<file path="src/include/bus_bridge_pkg.sv">
// Constants and types shared by the memory bus arbiter and peripheral bridge
`default_nettype none
package bus_bridge_pkg;
   localparam int PROG_AW = 22;
   localparam int DATA_AW = 32;
   localparam int DW = 32;
   localparam int PERIPH_AW = 16;
   localparam int HALF_W = 16;
   // Frame select, decoded from address bits above the peripheral offset
   localparam int FRAME_LSB = 16;
   localparam int FRAME_W = 2;
   localparam logic [1:0] FRAME_WIDE = 2'h1;
   localparam logic [1:0] FRAME_NARROW = 2'h2;
   localparam logic PROTECT_RESET = 1'b1;
   // Requesters, highest priority first
   typedef enum logic [2:0] {
      SRC_NONE, SRC_DWRITE, SRC_PWRITE, SRC_DREAD, SRC_PREAD, SRC_FETCH
   } source_t;
   typedef enum {
      ST_IDLE, ST_LOW, ST_HIGH
   } phase_t;
endpackage
`default_nettype wire

</file>
<file path="src/logic/priority_pick.sv">
// Fixed-priority one-of-five request picker
`timescale 1ns/1ps
`default_nettype none
module priority_pick (
   input wire logic [4:0] req,
   output bus_bridge_pkg::source_t pick
);
   import bus_bridge_pkg::*;
   // Bit 0 is data write (highest), bit 4 is fetch (lowest)
   always_comb begin
      if (req[0]) begin
         pick = SRC_DWRITE;
      end else if (req[1]) begin
         pick = SRC_PWRITE;
      end else if (req[2]) begin
         pick = SRC_DREAD;
      end else if (req[3]) begin
         pick = SRC_PREAD;
      end else if (req[4]) begin
         pick = SRC_FETCH;
      end else begin
         pick = SRC_NONE;
      end
   end
endmodule
`default_nettype wire

</file>
<file path="src/logic/memory_bus_priority_bridge.sv">
// Memory bus arbiter and peripheral bridge with two peripheral frames
//
// What this block does
// - Program read bus: 22-bit address, 32-bit data.
// - Data read and write buses: separate 32-bit address and data each.
// - A full 32-bit access to the wide frame finishes in one clock cycle; the narrow frame splits it into two halves over three.
// - Fetch, data read and data write are serialised: only one transfer issues per cycle.
// - Same-cycle requests to one target resolve by priority, not arrival.
// - Priority: data write, program write, data read, program read, fetch.
// - Bridge multiplexes buses onto a 16-bit address, 16/32-bit data bus.
// - Narrow frame accepts only 16-bit accesses.
// - Wide frame accepts both 16-bit and 32-bit accesses.
// - Protected accesses complete in program order, write before read.
// - Protection on by default, costs alignment cycles, software may disable.
`timescale 1ns/1ps
`default_nettype none
module memory_bus_priority_bridge (
   input wire logic mclk,
   input wire logic rst_b,
   input wire logic protect_en,
   // Program bus: fetch, program read, program write
   input wire logic fetch_req,
   input wire logic pread_req,
   input wire logic pwrite_req,
   input wire logic [bus_bridge_pkg::PROG_AW-1:0] prog_addr,
   input wire logic [bus_bridge_pkg::DW-1:0] prog_wdata,
   input wire logic prog_wide,
   // Data read bus
   input wire logic dread_req,
   input wire logic [bus_bridge_pkg::DATA_AW-1:0] dread_addr,
   input wire logic dread_wide,
   // Data write bus
   input wire logic dwrite_req,
   input wire logic [bus_bridge_pkg::DATA_AW-1:0] dwrite_addr,
   input wire logic [bus_bridge_pkg::DW-1:0] dwrite_data,
   input wire logic dwrite_wide,
   // Grants and read return
   output logic fetch_done,
   output logic pread_done,
   output logic pwrite_done,
   output logic dread_done,
   output logic dwrite_done,
   output logic [bus_bridge_pkg::DW-1:0] rdata,
   // Peripheral bus
   input wire logic [bus_bridge_pkg::DW-1:0] periph_rdata,
   output logic periph_sel_wide,
   output logic periph_sel_narrow,
   output logic periph_write,
   output logic periph_wide,
   output logic [bus_bridge_pkg::PERIPH_AW-1:0] periph_addr,
   output logic [bus_bridge_pkg::DW-1:0] periph_wdata,
   output logic protect_on
);
   import bus_bridge_pkg::*;

   // ==========================================
   // Request selection
   // ==========================================
   logic [4:0] pending;
   source_t winner;
   source_t last_src;
   logic order_hold;
   phase_t phase;
   logic [DW-1:0] hold_data;
   logic [DATA_AW-1:0] hold_addr;
   logic hold_write;
   logic [DATA_AW-1:0] win_addr;
   logic [DW-1:0] win_wdata;
   logic win_wide;
   logic win_write;
   logic [FRAME_W-1:0] win_frame;

   function automatic logic [FRAME_W-1:0] frame_of(input logic [DATA_AW-1:0] a);
      frame_of = a[FRAME_LSB +: FRAME_W];
   endfunction

   // Live requests: core keeps them asserted until done
   assign pending = {fetch_req, pread_req, dread_req, pwrite_req, dwrite_req};

   priority_pick u_pick (
      .req(pending),
      .pick(winner)
   );

   // Exclusive pairs share the program address bus safely
   always_comb begin
      win_addr = '0;
      win_wdata = '0;
      win_wide = 1'b0;
      win_write = 1'b0;
      case (winner)
         SRC_DWRITE: begin
            win_addr = dwrite_addr;
            win_wdata = dwrite_data;
            win_wide = dwrite_wide;
            win_write = 1'b1;
         end
         SRC_PWRITE: begin
            win_addr = {{(DATA_AW-PROG_AW){1'b0}}, prog_addr};
            win_wdata = prog_wdata;
            win_wide = prog_wide;
            win_write = 1'b1;
         end
         SRC_DREAD: begin
            win_addr = dread_addr;
            win_wide = dread_wide;
         end
         SRC_PREAD, SRC_FETCH: begin
            win_addr = {{(DATA_AW-PROG_AW){1'b0}}, prog_addr};
            win_wide = prog_wide;
         end
         default: begin
            win_addr = '0;
         end
      endcase
   end
   assign win_frame = frame_of(win_addr);

   // Read right after a data write in protected frame waits one alignment cycle
   logic protected_read;
   assign protected_read = protect_on && !win_write && last_src == SRC_DWRITE
                           && !order_hold && winner != SRC_NONE
                           && (win_frame == FRAME_WIDE || win_frame == FRAME_NARROW);

   // ==========================================
   // Protection mode
   // ==========================================
   // Enabled after reset, then follows software control
   always_ff @(posedge mclk) begin
      if (!rst_b) begin
         protect_on <= PROTECT_RESET;
      end else begin
         protect_on <= protect_en;
      end
   end

   always_ff @(posedge mclk) begin
      if (!rst_b) begin
         order_hold <= 1'b0;
      end else begin
         order_hold <= protected_read;
      end
   end

   // ==========================================
   // Transfer sequencer
   // ==========================================
   logic split;
   // Narrow frame wide access splits in two halves
   assign split = win_wide && win_frame == FRAME_NARROW;

   logic issue;
   assign issue = phase == ST_IDLE && winner != SRC_NONE && !protected_read;

   always_ff @(posedge mclk) begin
      if (!rst_b) begin
         phase <= ST_IDLE;
         last_src <= SRC_NONE;
         hold_data <= '0;
         hold_addr <= '0;
         hold_write <= 1'b0;
      end else begin
         case (phase)
            ST_IDLE: begin
               if (issue) begin
                  last_src <= winner;
                  if (split) begin
                     phase <= ST_LOW;
                     hold_addr <= win_addr;
                     hold_data <= win_wdata;
                     hold_write <= win_write;
                  end
               end else begin
                  last_src <= SRC_NONE;
               end
            end
            ST_LOW: begin
               phase <= ST_HIGH;
               hold_data[HALF_W-1:0] <= periph_rdata[HALF_W-1:0];
            end
            ST_HIGH: begin
               phase <= ST_IDLE;
            end
            default: begin
               phase <= ST_IDLE;
            end
         endcase
      end
   end

   // ==========================================
   // Peripheral bus drive
   // ==========================================
   // Frame decode and 16-bit address
   always_ff @(posedge mclk) begin
      if (!rst_b) begin
         periph_sel_wide <= 1'b0;
         periph_sel_narrow <= 1'b0;
         periph_write <= 1'b0;
         periph_wide <= 1'b0;
         periph_addr <= '0;
         periph_wdata <= '0;
      end else if (phase == ST_LOW) begin
         periph_sel_narrow <= 1'b1;
         periph_write <= hold_write;
         periph_wide <= 1'b0;
         periph_addr <= hold_addr[PERIPH_AW-1:0] + 16'h0001;
         periph_wdata <= {{HALF_W{1'b0}}, hold_data[DW-1:HALF_W]};
      end else begin
         periph_sel_wide <= issue && win_frame == FRAME_WIDE;
         periph_sel_narrow <= issue && win_frame == FRAME_NARROW;
         periph_write <= issue && win_write;
         periph_wide <= issue && win_wide && !split;
         periph_addr <= win_addr[PERIPH_AW-1:0];
         periph_wdata <= split ? {{HALF_W{1'b0}}, win_wdata[HALF_W-1:0]} : win_wdata;
      end
   end

   // ==========================================
   // Completion
   // ==========================================
   // Unsplit transfer completes in the issue cycle
   logic finish;
   source_t done_src;
   assign finish = (issue && !split) || phase == ST_HIGH;
   assign done_src = phase == ST_HIGH ? last_src : winner;

   always_ff @(posedge mclk) begin
      if (!rst_b) begin
         dwrite_done <= 1'b0;
         pwrite_done <= 1'b0;
         dread_done <= 1'b0;
         pread_done <= 1'b0;
         fetch_done <= 1'b0;
      end else begin
         dwrite_done <= finish && done_src == SRC_DWRITE;
         pwrite_done <= finish && done_src == SRC_PWRITE;
         dread_done <= finish && done_src == SRC_DREAD;
         pread_done <= finish && done_src == SRC_PREAD;
         fetch_done <= finish && done_src == SRC_FETCH;
      end
   end

   // Read data returns full 32 bits, or joined halves
   always_ff @(posedge mclk) begin
      if (!rst_b) begin
         rdata <= '0;
      end else if (phase == ST_HIGH) begin
         rdata <= {periph_rdata[HALF_W-1:0], hold_data[HALF_W-1:0]};
      end else begin
         rdata <= periph_rdata;
      end
   end
endmodule
`default_nettype wire

</file>
<file path="config.mk">
export PLATFORM = sky130hd
export DESIGN_NAME = memory_bus_priority_bridge
export DESIGN_NICKNAME = d
export VERILOG_FILES = /design/src/include/bus_bridge_pkg.sv /design/src/logic/priority_pick.sv /design/src/logic/memory_bus_priority_bridge.sv
export SDC_FILE = /design/constraint.sdc
export NUM_CORES = 1
export LEC_CHECK = 0
export ABC_CLOCK_PERIOD_IN_PS = 4400
export BUFFER_PORTS_ARGS = -buffer_cell sky130_fd_sc_hd__buf_2
export CAP_MARGIN = 15
export CORE_MARGIN = 2
export CORE_UTILIZATION = 44
export CTS_BUF_LIST = sky130_fd_sc_hd__clkbuf_2
export DETAILED_ROUTE_END_ITERATION = 10
export PLACE_DENSITY = 0.78
export SETUP_SLACK_MARGIN = 0.5
export SYNTH_ARGS = -nofsm -noshare
export SYNTH_HDL_FRONTEND = slang
export SYNTH_HIERARCHICAL = 1
export SYNTH_SLANG_ARGS = --single-unit
</file>
<file path="constraint.sdc">
create_clock -name mclk -period 4.4 [get_ports mclk]
set_clock_uncertainty 0.15 [all_clocks]
set_input_delay 0.88 -clock mclk [delete_from_list [all_inputs] [get_ports mclk]]
set_output_delay 0.88 -clock mclk [all_outputs]
set_load 0.05 [all_outputs]
</file>
# --- Word level (Yosys, flattened, before mapping) ---
# Index checks and enable logic that the tools add are counted.
word_totals:
  mem_bits_rw: 0
  register_bits: 175
  latchBits: 0
  rom_bits: 0
  output_inout_bits: 90
  memories: 0
  elab_cells: 99
op_classes:
  shift: 0
  reduce_logical: 36
  bitwise: 1
  order_cmp: 0
  n_div: 0
  n_eq_ne: 18
  mul: 0
  add_sub_neg: 1
  mux: 22
ops:
  columns: ["op", "n"]
  rows:
  - ["case mux 32 bit (2 select lines)", 2]
  - ["two-way mux 32 bit", 3]
  - ["zero test 32 bit", 2]
  - ["two-way mux 16 bit", 4]
  - ["case mux 18 bit (3 select lines)", 1]
  - ["equality test 32 x 1 -> 1 bit (second input constant)", 1]
  - ["equality test 32 x 2 -> 1 bit (second input constant)", 1]
  - ["equality test 32 x 3 -> 1 bit (second input constant)", 1]
  - ["case mux 16 bit (2 select lines)", 1]
  - ["two-way mux 3 bit", 7]
  - ["logical AND 1 bit", 19]
  - ["adder 16 x 1 -> 16 bit (second input constant)", 1]
  - ["equality test 3 x 2 -> 1 bit (second input constant)", 4]
  - ["equality test 3 bit (second input constant)", 4]
  - ["equality test 3 x 1 -> 1 bit (second input constant)", 3]
  - ["AND reduction 3 bit", 2]
  - ["OR reduction 3 bit", 2]
  - ["zero test 1 bit", 4]
  - ["!= test 2 bit (second input constant)", 2]
  - ["OR reduction 2 bit", 2]
  - ["two-way mux 1 bit", 3]
  - ["case mux 1 bit (3 select lines)", 1]
  - ["nonzero test 3 bit", 1]
  - ["equality test 2 x 1 -> 1 bit (second input constant)", 1]
  - ["other kinds (5)", 6]

# --- Logic depth before layout (Yosys ltp) ---
# Gate-level depths: netlist of run 1.
depth:
  ltp_word: 19
  ltp_mapped: 19
  depth_no_buf: 14

# --- Modules after synthesis ---
# The synthesis of run 1 kept the hierarchy.
by_module_without_submodules:
  columns: ["mod", "seq_area_each_um2", "instances", "cells_per_inst", "area_per_inst_um2"]
  rows:
  - ["memory_bus_priority_bridge", 2902.8, 1, 727, 6318.6]
  - ["priority_pick", 0.0, 1, 7, 37.5]

# --- Least setup slack after synthesis of run 1 ---
# Ideal clock, no wire load.
synth_path:
  path_kind: "input to register"
  startpoint: "in pwrite_req"
  endpoint: "reg hold_data[11]"
  path_slack_ps: 21
  n_path_buf: 3
  required_ps: 4127
  t_arrival_ps: 4106
  path_stages: 15
  setup_ps: 123
  path_cell_list: "nor4_1 -> inv_2 -> nor2_2 -> buf_2 -> nand2_1 -> nand2_1 -> inv_1 -> ha_1 -> nand4bb_1 -> or2_1 -> o2111a_1 -> buf_4 -> buf_2 -> a21oi_1 -> o22ai_1"
synth_between:
  elab_chain_cells: 15
  elab_cells_between_ends: 33
  cone_classes: "9 x eq/ne; 9 x mux; 15 x reduce/logical"
synth_lines:
  columns: ["element", "line_no", "text"]
  rows:
  - ["from (decl)", "memory_bus_priority_bridge.sv:24", "input wire logic pwrite_req,"]
  - ["two-way mux 3 bit *", "priority_pick.sv:13", "end else if (req[1]) begin"]
  - ["two-way mux 3 bit *", "priority_pick.sv:11", "if (req[0]) begin"]
  - ["branches (longest 13 deep; another with case mux 18 bit (3 select lines))", null, null]
  - ["to (signal assigned)", "memory_bus_priority_bridge.sv:170", "hold_data <= win_wdata;"]
  - ["to (signal, indexed assignment)", "memory_bus_priority_bridge.sv:179", "hold_data[HALF_W-1:0] <= periph_rdata[HALF_W-1:0];"]
  - ["to (decl)", "memory_bus_priority_bridge.sv:64", "logic [DW-1:0] hold_data;"]
# Every way passes the cells marked *. The select of a mux whose other input is x is not followed.
# A chain may end at the register's enable or synchronous reset.

# --- Final worst setup path of run 1 ---
layout_path:
  startpoint: "in pwrite_req"
  endpoint: "reg hold_data[25]"
layout_between:
  elab_chain_cells: 14
  elab_cells_between_ends: 28
  cone_classes: "7 x eq/ne; 6 x mux; 15 x reduce/logical"
layout_lines:
  columns: ["element", "line_no", "text"]
  rows:
  - ["two-way mux 3 bit *", "priority_pick.sv:13", null]
  - ["two-way mux 3 bit *", "priority_pick.sv:11", null]
  - ["net winner[0]", "memory_bus_priority_bridge.sv:60", "source_t winner;"]
  - ["branches (longest 12 deep; another with case mux 18 bit (3 select lines))", null, null]
# Mark *: on every way through the listed nets, which the timed path passes.

==> metrics.yaml, run 1 <==
finish:
  utilization: 0.570
  synthToLayoutAreaGrowth_pct: 25.5
  multi_input_area_um2: 3170
  seqCellArea_um2: 2900
  nets: 1156
  fill_cells: 1293
  drive_gt1_frac: 0.351
synth:
  synth_mux_area_frac: 0.0319
  seq_area_frac_synth: 0.457
  synth_top_family_by_area: "compound AO/OA/AOI/OAI gates"
  ys.flop_type: "dfxtp_1"
  synth_area_um2: 6360
  synth_cell_types: 51
  synth-simple-area-share: 0.189
  synth-xor-area-share: 0.0193
  synth_edf_count: 0
  synthArstFlopShare: 0
  synth_fa_ha_area_frac: 0.00591
  synth-seq-cells: 145
  ys_warn_count: 6
  syn_area_per_cell_um2: 8.66
  netlist_instances: 734
  synth_compound_area_frac: 0.246
  synth_nets: 930
clocking:
  cts.sinks: 145
  cts_resized: 0
  cts_buffers: 17
  clk_latency_ps: 750
  cts-hold-fix-buffers: 0
  cts_setup_buffers: 0
  clk_pin_slew_worst_paths_ps: 210
  cts_tree: "yes"
  ctsRootBufferMaster: "clkbuf_2"
  htree_levels: 4
  clock_path_buffers: 2
grt:
  grt_overflow: 0
  grt_usage: 0.243
  grt_pass1_vias: 5611
  grt_pass1_wl_um: 28600
  antenna_found_initial: 4
  grt_max_degree: 73
pwr:
  powerDensity_nw_per_um2: 359
  peakVddDrop_mv: 0.259
  p_leak_nw: 3.60
timing:
  relSlewSlack: 0.393
  fin_crit_ps: 3470
  slew_violations: 0
  clock.fmax_mhz: 288
  finalSetupTns_ps: 0
  worstMarginPinSlew_ps: 909
  fin_crit_sh: 0.789
  setup_violations: 0
  hold_viol: 0
  rsz0062_at_grt: "false"
die:
  core_area_um2: 14000
  dieArea_um2: 15400
  initial_utilization: 0.454
  die_w_um: 124
  row_count: 43
  num_io_pins: 283
  die_h_um: 124
place:
  gp_routability_congestion: 0.928
  io_buffers: 250
  dp_hpwl_um: 13500
drt:
  firstDrtPassIters: 5
  final_antenna_net_count: 0
  wire_per_inst_um: 16.0
  wl_um: 18500
  vias_per_cell: 5.33
  route.detailed.drc: 0
  drtIter0Drc: 441
  num_vias: 6167
setup_path:
  slowest_stage: "o2111a_4"
  critPathMaxFanout: 72
  worstPathRequired_ps: 4910
  start_kind: "primary input"
  worst-path-buf-inv: 3
  worstPathCellList: "buf_2, nor3b_1, a211o_1, inv_1, o21ai_0, nand2_1, nand2_1, inv_1, ha_1, nand4bb_1, or2_1, o2111a_4, nor2_1, a211oi_2"
  critPathTopFamily: "compound AO/OA/AOI/OAI gates"
  crit_type: "primary input to flop"
  cp_slowest_stage_delay_ps: 830
  cp.arrival_ps: 3980
  end_kind: "flop"
job:
  cap_violations: 0
outcome:
  status: "finished, final reports clean"
hold_path:
  holdCritPathClass: "primary input to flop"
[final cells by class]
class,instances,share of cell area
multi-input cells,514,0.398
flip-flops and latches,145,0.364
repair buffers,267,0.174
well taps,180,0.0282
clock inverters,15,0.0166
clock buffers,17,0.0107
inverters,15,0.00737
diodes,3,0.000941
[where the power goes]
group	internal [W]	switching, W
Sequential	0.00140	0.0000361
Combinational	0.000228	0.000478
Clock	0.000210	0.000510
[cells by family after synthesis]
| kind of cell | count (synthesis) |
|---|---|
| xor+xnor | 14 |
| buf+inv | 75 |
| simple gates | 276 |
| mux | 19 |
| flops | 145 |
| compound gates | 202 |
| fa+ha+maj | 3 |
[Yosys cell counts (6+ instances only)]
library cell / n / area share
or4_1: 7 / 0.0083
mux2_1: 10 / 0.018
a2bb2oi_1: 7 / 0.0096
a211oi_2: 31 / 0.061
a221o_1: 9 / 0.014
xnor2_1: 6 / 0.0083
mux2i_1: 9 / 0.014
clkbuf_1: 33 / 0.019
a21oi_1: 59 / 0.046
dfxtp_1: 145 / 0.46
a211oi_1: 11 / 0.013
xor2_1: 8 / 0.011
nor2_1: 112 / 0.066
nand3_1: 18 / 0.014
o2bb2ai_1: 6 / 0.0083
nand2_1: 100 / 0.059
a31oi_1: 10 / 0.0098
o22ai_1: 9 / 0.0089
buf_2: 14 / 0.011
buf_1: 7 / 0.0041
o21ai_0: 6 / 0.0047
inv_1: 14 / 0.0083
a22oi_1: 41 / 0.048
[layer usage]
layer	vias up	GRT usage	share of wire
li1	3050	-	-
met1	2821	0.321	0.45
met2	243	0.372	0.46
met3	51	0.0549	0.065
met4	2	0.124	0.030
met5	-	0	0.00086
[worst register-to-register path, stage by stage, from the launching register on]
cell      delay (ps)
dfxtp_1          440
nor2_1           280
o31a_1           310
o2111a_4         850
nor2_1           180
a211oi_2         230
[worst paths after layout]
check,depth (start not counted),to,from,slack [ps]
worst max register to register,5,hold_data[25],phase[1],1870
worst min register to register,2,rdata[15],hold_data[15],290
worst max-delay path,14,hold_data[25],pwrite_req,930
worst min-delay path,2,protect_on,protect_en,160
[cells in the final DEF, fill, tap and decap left out, drive strengths merged, types with 4 or more instances in the layout]
cell,synthesis,final
buf,27,267
dfxtp,145,145
nor2,113,113
nand2,100,100
a21oi,59,59
a211oi,42,42
a22oi,41,41
inv,15,20
nand3,18,18
clkbuf,33,17
a31oi,10,10
mux2,10,10
mux2i,9,9
a221o,9,9
o22ai,9,9
xor2,8,8
or4,7,7
a2bb2oi,7,7
o21ai,7,7
clkinv,0,7
o2bb2ai,6,6
xnor2,6,6
nor3,6,6
nor3b,5,5
nor2b,5,5
nor4,4,4
[through the flow]
stage | std cells | setup slack, ps | hold slack, ps | cell area (um2) | total power [W]
floorplan | 734 | 540 | 282 | 6370 | 0.00195
global placement | 1121 | 227 | 291 | 7750 | 0.00216
detailed placement | 1121 | 199 | 295 | 7750 | 0.00217
CTS | 1153 | 1010 | 84.5 | 7970 | 0.00288
global route | 1156 | 651 | 98.0 | 7980 | 0.00302
finish | 1156 | 927 | 161 | 7980 | 0.00286
[state kept, by name, indices dropped and copies added, names as in the netlist]
name and cells:
last_src 3, periph_write 1, dwrite_done 1, hold_addr 16
periph_wide 1, rdata 32, pread_done 1, hold_write 1
periph_wdata 32, periph_sel_wide 1, fetch_done 1, phase 2
order_hold 1, periph_addr 16, dread_done 1, hold_data 32
protect_on 1, pwrite_done 1, periph_sel_narrow 1
Power figures use the tool's default switching activity.
==> inputs of run 2 (changes only) <==
Settings changed: ABC_AREA set to 1, ABC_CLOCK_PERIOD_IN_PS 4400 to 3400, CORE_UTILIZATION 44 to 49, PLACE_DENSITY 0.78 to 0.83.
Clock period 4.4 ns to 3.4 ns, I/O delays scaled along.
==> metrics.yaml, run 2 <==
finish:
  drive_gt1_frac: 0.314
  final_cells: 1319
  seqCellArea_um2: 2900
  layout_commonest_cell: "buf_2"
  fin_area_um2: 8120
  synthToLayoutAreaGrowth_pct: 28.0
  layout_common_cells: "250 x buf_2, 199 x nand2_1, 145 x dfxtp_1, 108 x inv_1, 97 x nor2_1"
  multi_input_area_um2: 2830
  nets: 1331
  top_regs: "hold_data: 32 flops, periph_wdata: 32 flops, rdata: 32 flops"
  fill_cells: 1124
  utilization: 0.643
timing:
  hold-worst-slack_ps: 117
  clock.fmax_mhz: 371
  hold_viol: 0
  fin_crit_sh: 0.793
  fin_crit_ps: 2700
  rsz0062_at_grt: "false"
  setup_violations: 0
  relSlewSlack: 0.455
  worstMarginPinSlew_ps: 811
  slew_violations: 0
pwr:
  p_sw_w: 0.00123
  p_comb_frac: 0.230
  power_frac_seq: 0.490
  pwr-share-clk: 0.280
  p_leak_nw: 4.11
  powerDensity_nw_per_um2: 464
  p_sw_frac: 0.326
  peakVddDrop_mv: 0.238
  p_int_w: 0.00254
synth:
  yosysTopAreaCellShare: 0.458
  synth.largest_area_cell: "dfxtp_1"
  yosys-top-cells-count: "202 x nand2_1, 145 x dfxtp_1, 110 x inv_1, 105 x nor2_1, 83 x a21oi_1"
  seq_area_frac_synth: 0.458
  yosysMostFrequentCell: "nand2_1"
  synth_cell_types: 37
  ys.flop_type: "dfxtp_1"
  netlist_instances: 889
  synth_area_um2: 6340
  synth-seq-cells: 145
  synth_edf_count: 0
  syn_area_per_cell_um2: 7.13
  synthArstFlopShare: 0
  synth_nets: 1085
  ys_warn_count: 6
  synth_area_leaders: "dfxtp_1 46%, nand2_1 12%, a21oi_1 6.6%, inv_1 6.5%, nor2_1 6.2%"
drt:
  dr_wl_met2_um: 7990
  drtIter0Drc: 433
  wirelength_met1_um: 7800
  wl_um: 17600
  maxUsedRoutingLayer: "met4"
  vias_per_cell: 4.83
  num_vias: 6377
  wire_per_inst_um: 13.3
  met3_length_um: 1390
  firstDrtPassIters: 5
  final_antenna_net_count: 0
  route.detailed.drc: 0
clocking:
  cts_buffers: 17
  cts.sinks: 145
  clk_pin_slew_worst_paths_ps: 190
  cts_setup_buffers: 0
  cts_tree: "yes"
  ctsRootBufferMaster: "clkbuf_2"
  clk_latency_ps: 700
  clock_path_buffers: 2
  htree_levels: 4
grt:
  grt_usage: 0.257
  grt_pass1_wl_um: 28600
  grt_pass1_vias: 6000
  grt_max_degree: 50
  grt_overflow: 0
  antenna_found_initial: 1
setup_path:
  worstPathCellList: "buf_2, inv_8, nand2_2, nand2_1, nand2_1, nand2_2, inv_2, nand3_4, nand2_4, nand2_1, nand2_1, a21oi_2, inv_1, ha_1, inv_1, nand2_1, nor2_1, nand3_2, nor2_4, nor2_8, nand2_4, buf_4, nand3_1, a21oi_1"
  crit_type: "primary input to flop"
  r2r_end: "periph_addr[11]"
  start_kind: "primary input"
  end_kind: "flop"
  worst-path-buf-inv: 6
  worst_path_most_repeated_cell: "nand2_1"
  worstPathRequired_ps: 3870
  critPathMaxFanout: 16
  slowest_stage: "ha_1"
  critPathTopFamily: "simple AND/OR/NAND/NOR gates"
  reg2reg_depth: 6
  cp.arrival_ps: 3160
  worstReg2RegStart: "phase[0]"
  reg2reg_slack_ps: 1220
  cp_slowest_stage_delay_ps: 300
die:
  row_count: 41
  num_io_pins: 283
  dieArea_um2: 13900
  die_w_um: 118
  initial_utilization: 0.502
  core_area_um2: 12600
  die_h_um: 118
place:
  io_buffers: 250
  dp_hpwl_um: 13400
  gp_routability_congestion: 0.875
  dp_cells: 1287
  placed_area_um2: 7840
hold_path:
  holdCritPathClass: "primary input to flop"
  holdCritStartpoint: "dwrite_addr[8]"
  hold_depth: 3
  holdPathEnd: "periph_addr[8]"
job:
  cap_violations: 0
outcome:
  status: "finished, final reports clean"
[run 2: changes by cell type after synthesis, sizes merged, moves of 13 or more]
cell / delta
nand2: +106
inv: +103
o21ai: +87
a211oi: -42
a22oi: -40
a21oi: +29
o22ai: +14
nand3: +13
[run 2: worst max path at each step]
stage	startpoint	to	slack [ps]	cells after the start
floorplan	pread_req	hold_addr[13]	230	27
global placement	dread_req	hold_data[11]	30	22
detailed placement	pread_req	hold_data[2]	-40	24
CTS	pread_req	hold_data[13]	760	24
global route	pread_req	hold_data[0]	510	24
finish	pread_req	hold_data[1]	700	24
[run 2: timing repair]
| action | in CTS | in global routing |
|---|---|---|
| hold buffers | 1 | 0 |
| endpoints found under the setup margin | 0 | 1 |
| endpoints found under the hold margin | 1 | 0 |
| resized for setup | 0 | 1 |
[run 2: worst register-to-register path, delay by kind of cell, from the launching register on]
family          cells  cell delay (ps)
flops               1              370
buf+inv             2              540
compound gates      2              320
simple gates        2              710
[run 2: cells by family after synthesis]
family / synth area share
and+or+nand+nor: 0.242
AOI/OAI and AO/OA: 0.173
buffers and inverters: 0.110
DFF: 0.458
xor gates and xnor gates: 0.0111
adders and majority gates: 0.00592
[run 2: power groups by stage]
stage	sequential [W]	combinational, W	clock, W
3_3_place_gp	0.00188	0.000852	0
2_1_floorplan	0.00212	0.000364	0
4_1_cts	0.00185	0.000868	0.00109
3_5_place_dp	0.00188	0.000864	0
5_1_grt	0.00186	0.000950	0.00116
6_report	0.00185	0.000868	0.00106
[run 2: through the flow]
step	setup slack [ps]	setup TNS [ps]	total power, W
after floorplan	235	0	0.00249
after global placement	26.3	0	0.00273
after detailed placement	-38.9	-394	0.00275
after CTS	762	0	0.00380
after global routing	506	0	0.00397
final	704	0	0.00377
[run 2: layout make-up]
cell class | count | share of cell area
diodes | 1 | 0.000308
clock buffers | 18 | 0.0111
clock inverters | 12 | 0.0207
inverters | 119 | 0.0586
multi-input cells | 579 | 0.348
flip-flops and latches | 145 | 0.358
well taps | 172 | 0.0265
repair buffers | 273 | 0.177
[run 2: routing by layer]
layer / up-vias / GRT usage
met5: - / 0
met2: 253 / 0.420
met1: 2784 / 0.321
met4: 0 / 0.102
li1: 3307 / -
met3: 33 / 0.0703
==> inputs of run 3 (changes only) <==
Settings changed: ABC_CLOCK_PERIOD_IN_PS 3400 to 2300, CORE_UTILIZATION 49 to 44, PLACE_DENSITY 0.83 to 0.78.
Clock period 3.4 ns to 2.3 ns, I/O delays scaled along.
==> metrics.yaml, run 3 (synthesis results as in run 2) <==
outcome:
  status: "complete, but fails checks"
  violations: "DRC"
drt:
  final_antenna_net_count: 0
  num_vias: 8676
  firstDrtPassIters: 9
  wl_um: 32900
  route.detailed.drc: 1
  wire_per_inst_um: 21.5
  drtIter0Drc: 1314
  vias_per_cell: 5.68
place:
  pre_cts_slack_ps: -846
  dp_hpwl_um: 14300
  gp_routability_congestion: 0.903
  placed_area_um2: 8050
  io_buffers: 250
grt:
  grt_usage: 0.360
  grt_overflow: 0
  grt_pass1_vias: 8199
  grt_max_degree: 59
  grt_pass1_wl_um: 41800
  antenna_found_initial: 4
die:
  initial_utilization: 0.453
  die_h_um: 124
  num_io_pins: 283
  core_area_um2: 14000
  die_w_um: 124
  row_count: 43
  dieArea_um2: 15400
timing:
  fin_crit_sh: 0.998
  finalSetupTns_ps: 0
  relSlewSlack: 0.561
  fin_crit_ps: 2300
  setup_violations: 0
  clock.fmax_mhz: 436
  hold_viol: 0
  slew_violations: 0
  worstMarginPinSlew_ps: 652
  rsz0062_at_grt: "true"
  finalWorstSetupSlack_ps: 4.94
finish:
  top_regs: "hold_data: 32 flops, periph_wdata: 32 flops, rdata: 32 flops"
  layout_commonest_cell: "nand2_1"
  nets: 1525
  utilization: 0.844
  layout_common_cells: "162 x nand2_1, 155 x buf_2, 139 x dlygate4sd3_1, 103 x inv_1, 91 x dfxtp_2"
  fin_area_um2: 11800
  synthToLayoutAreaGrowth_pct: 86.2
  drive_gt1_frac: 0.457
hold_path:
  holdCritPathClass: "primary input to flop"
setup_path:
  cp-startpoint: "pread_req"
  r2r_end: "hold_data[8]"
  crit_type: "primary input to flop"
  critPathMaxFanout: 6
  end_kind: "flop"
  reg2reg_depth: 6
  cp.arrival_ps: 2840
  start_kind: "primary input"
  reg2reg_slack_ps: 320
  crit_end: "hold_addr[4]"
  worstPathRequired_ps: 2840
  worstReg2RegStart: "phase[0]"
clocking:
  cts.sinks: 145
  clock_path_buffers: 2
  htree_levels: 4
  clk_latency_ps: 760
  ctsRootBufferMaster: "clkbuf_2"
  cts_buffers: 17
  clk_pin_slew_worst_paths_ps: 210
  cts_tree: "yes"
pwr:
  powerDensity_nw_per_um2: 538
  peakVddDrop_mv: 0.305
  p_leak_nw: 5.39
job:
  cap_violations: 0
==> run 3: changes by cell type in the layout (fill, tap and decap cells not counted), moves of 34 or more <==
cell	delta
nor2_1	-34
nand2_1	-37
dlygate4sd3_1	+138
buf_2	-95
dfxtp_1	-92
dfxtp_2	+91
buf_8	+88
==> run 3: metrics by stage <==
stage,power (W),instances,hold WS [ps]
3_3_place_gp,0.00411,1316,296
5_1_grt,0.00657,1524,14.2
3_5_place_dp,0.00412,1316,296
4_1_cts,0.00588,1499,0.559
6_report,0.00636,1527,25.3
2_1_floorplan,0.00368,889,277
==> run 3: repair_timing <==
item	CTS	global route
buffers inserted	10	15
resized for setup	372	193
hold buffers	136	3
pin swaps	20	39
cloned	6	4
endpoints found under the setup margin	154	201
endpoints found under the hold margin	105	2
==> run 3: report_power, final <==
| part | internal [W] | total, W | switching (W) |
|---|---|---|---|
| Combinational | 0.000946 | 0.00219 | 0.00124 |
| Clock | 0.000367 | 0.00135 | 0.000980 |
| Sequential | 0.00269 | 0.00282 | 0.000129 |
==> run 3: metal layers <==
layer / GRT usage / share of wire / vias to the layer above
met2: 0.588 / 0.47 / 801
met4: 0.258 / 0.078 / 0
met3: 0.130 / 0.12 / 247
met1: 0.385 / 0.34 / 3922
met5: 0 / 0 / -
li1: - / - / 3706
==> run 3: worst min path at each step <==
stage | startpoint | slack, ps | cells past startpoint | end
after floorplan | hold_write | 280 | 2 | periph_write
after global placement | hold_write | 300 | 2 | periph_write
after detailed placement | hold_write | 300 | 2 | periph_write
after CTS | dwrite_data[7] | 0.6 | 6 | periph_wdata[7]
after global routing | prog_wdata[27] | 10 | 5 | hold_data[27]
final | prog_wdata[17] | 30 | 5 | hold_data[17]
==> run 3: critical path, stage by stage <==
cell	delay, ps
buf_12	110
clkinv_8	40
nand2_4	30
nand2_1	40
nand2_1	60
nand2_2	120
inv_2	70
nand3_4	90
nand2_4	50
nand2_1	50
nand2_1	60
a21oi_2	120
inv_1	60
ha_1	280
inv_1	60
nand2_1	50
nor2_2	100
nand3_2	100
nor2_4	190
nor2_8	60
nand2_8	100
buf_16	200
inv_16	60
nand2_4	60
nand2_2	50
nor2_2	160
==> run 3: area by class of cell <==
cell class              count  area, um2
diodes                      6       15.0
clock buffers              18       90.1
clock inverters            13       97.6
fillers                   646       2180
inverters                 119        510
multi-input cells         580       3430
flip-flops and latches    145       3020
well taps                 180        225
repair buffers            462       4370
repair inverters            4       53.8
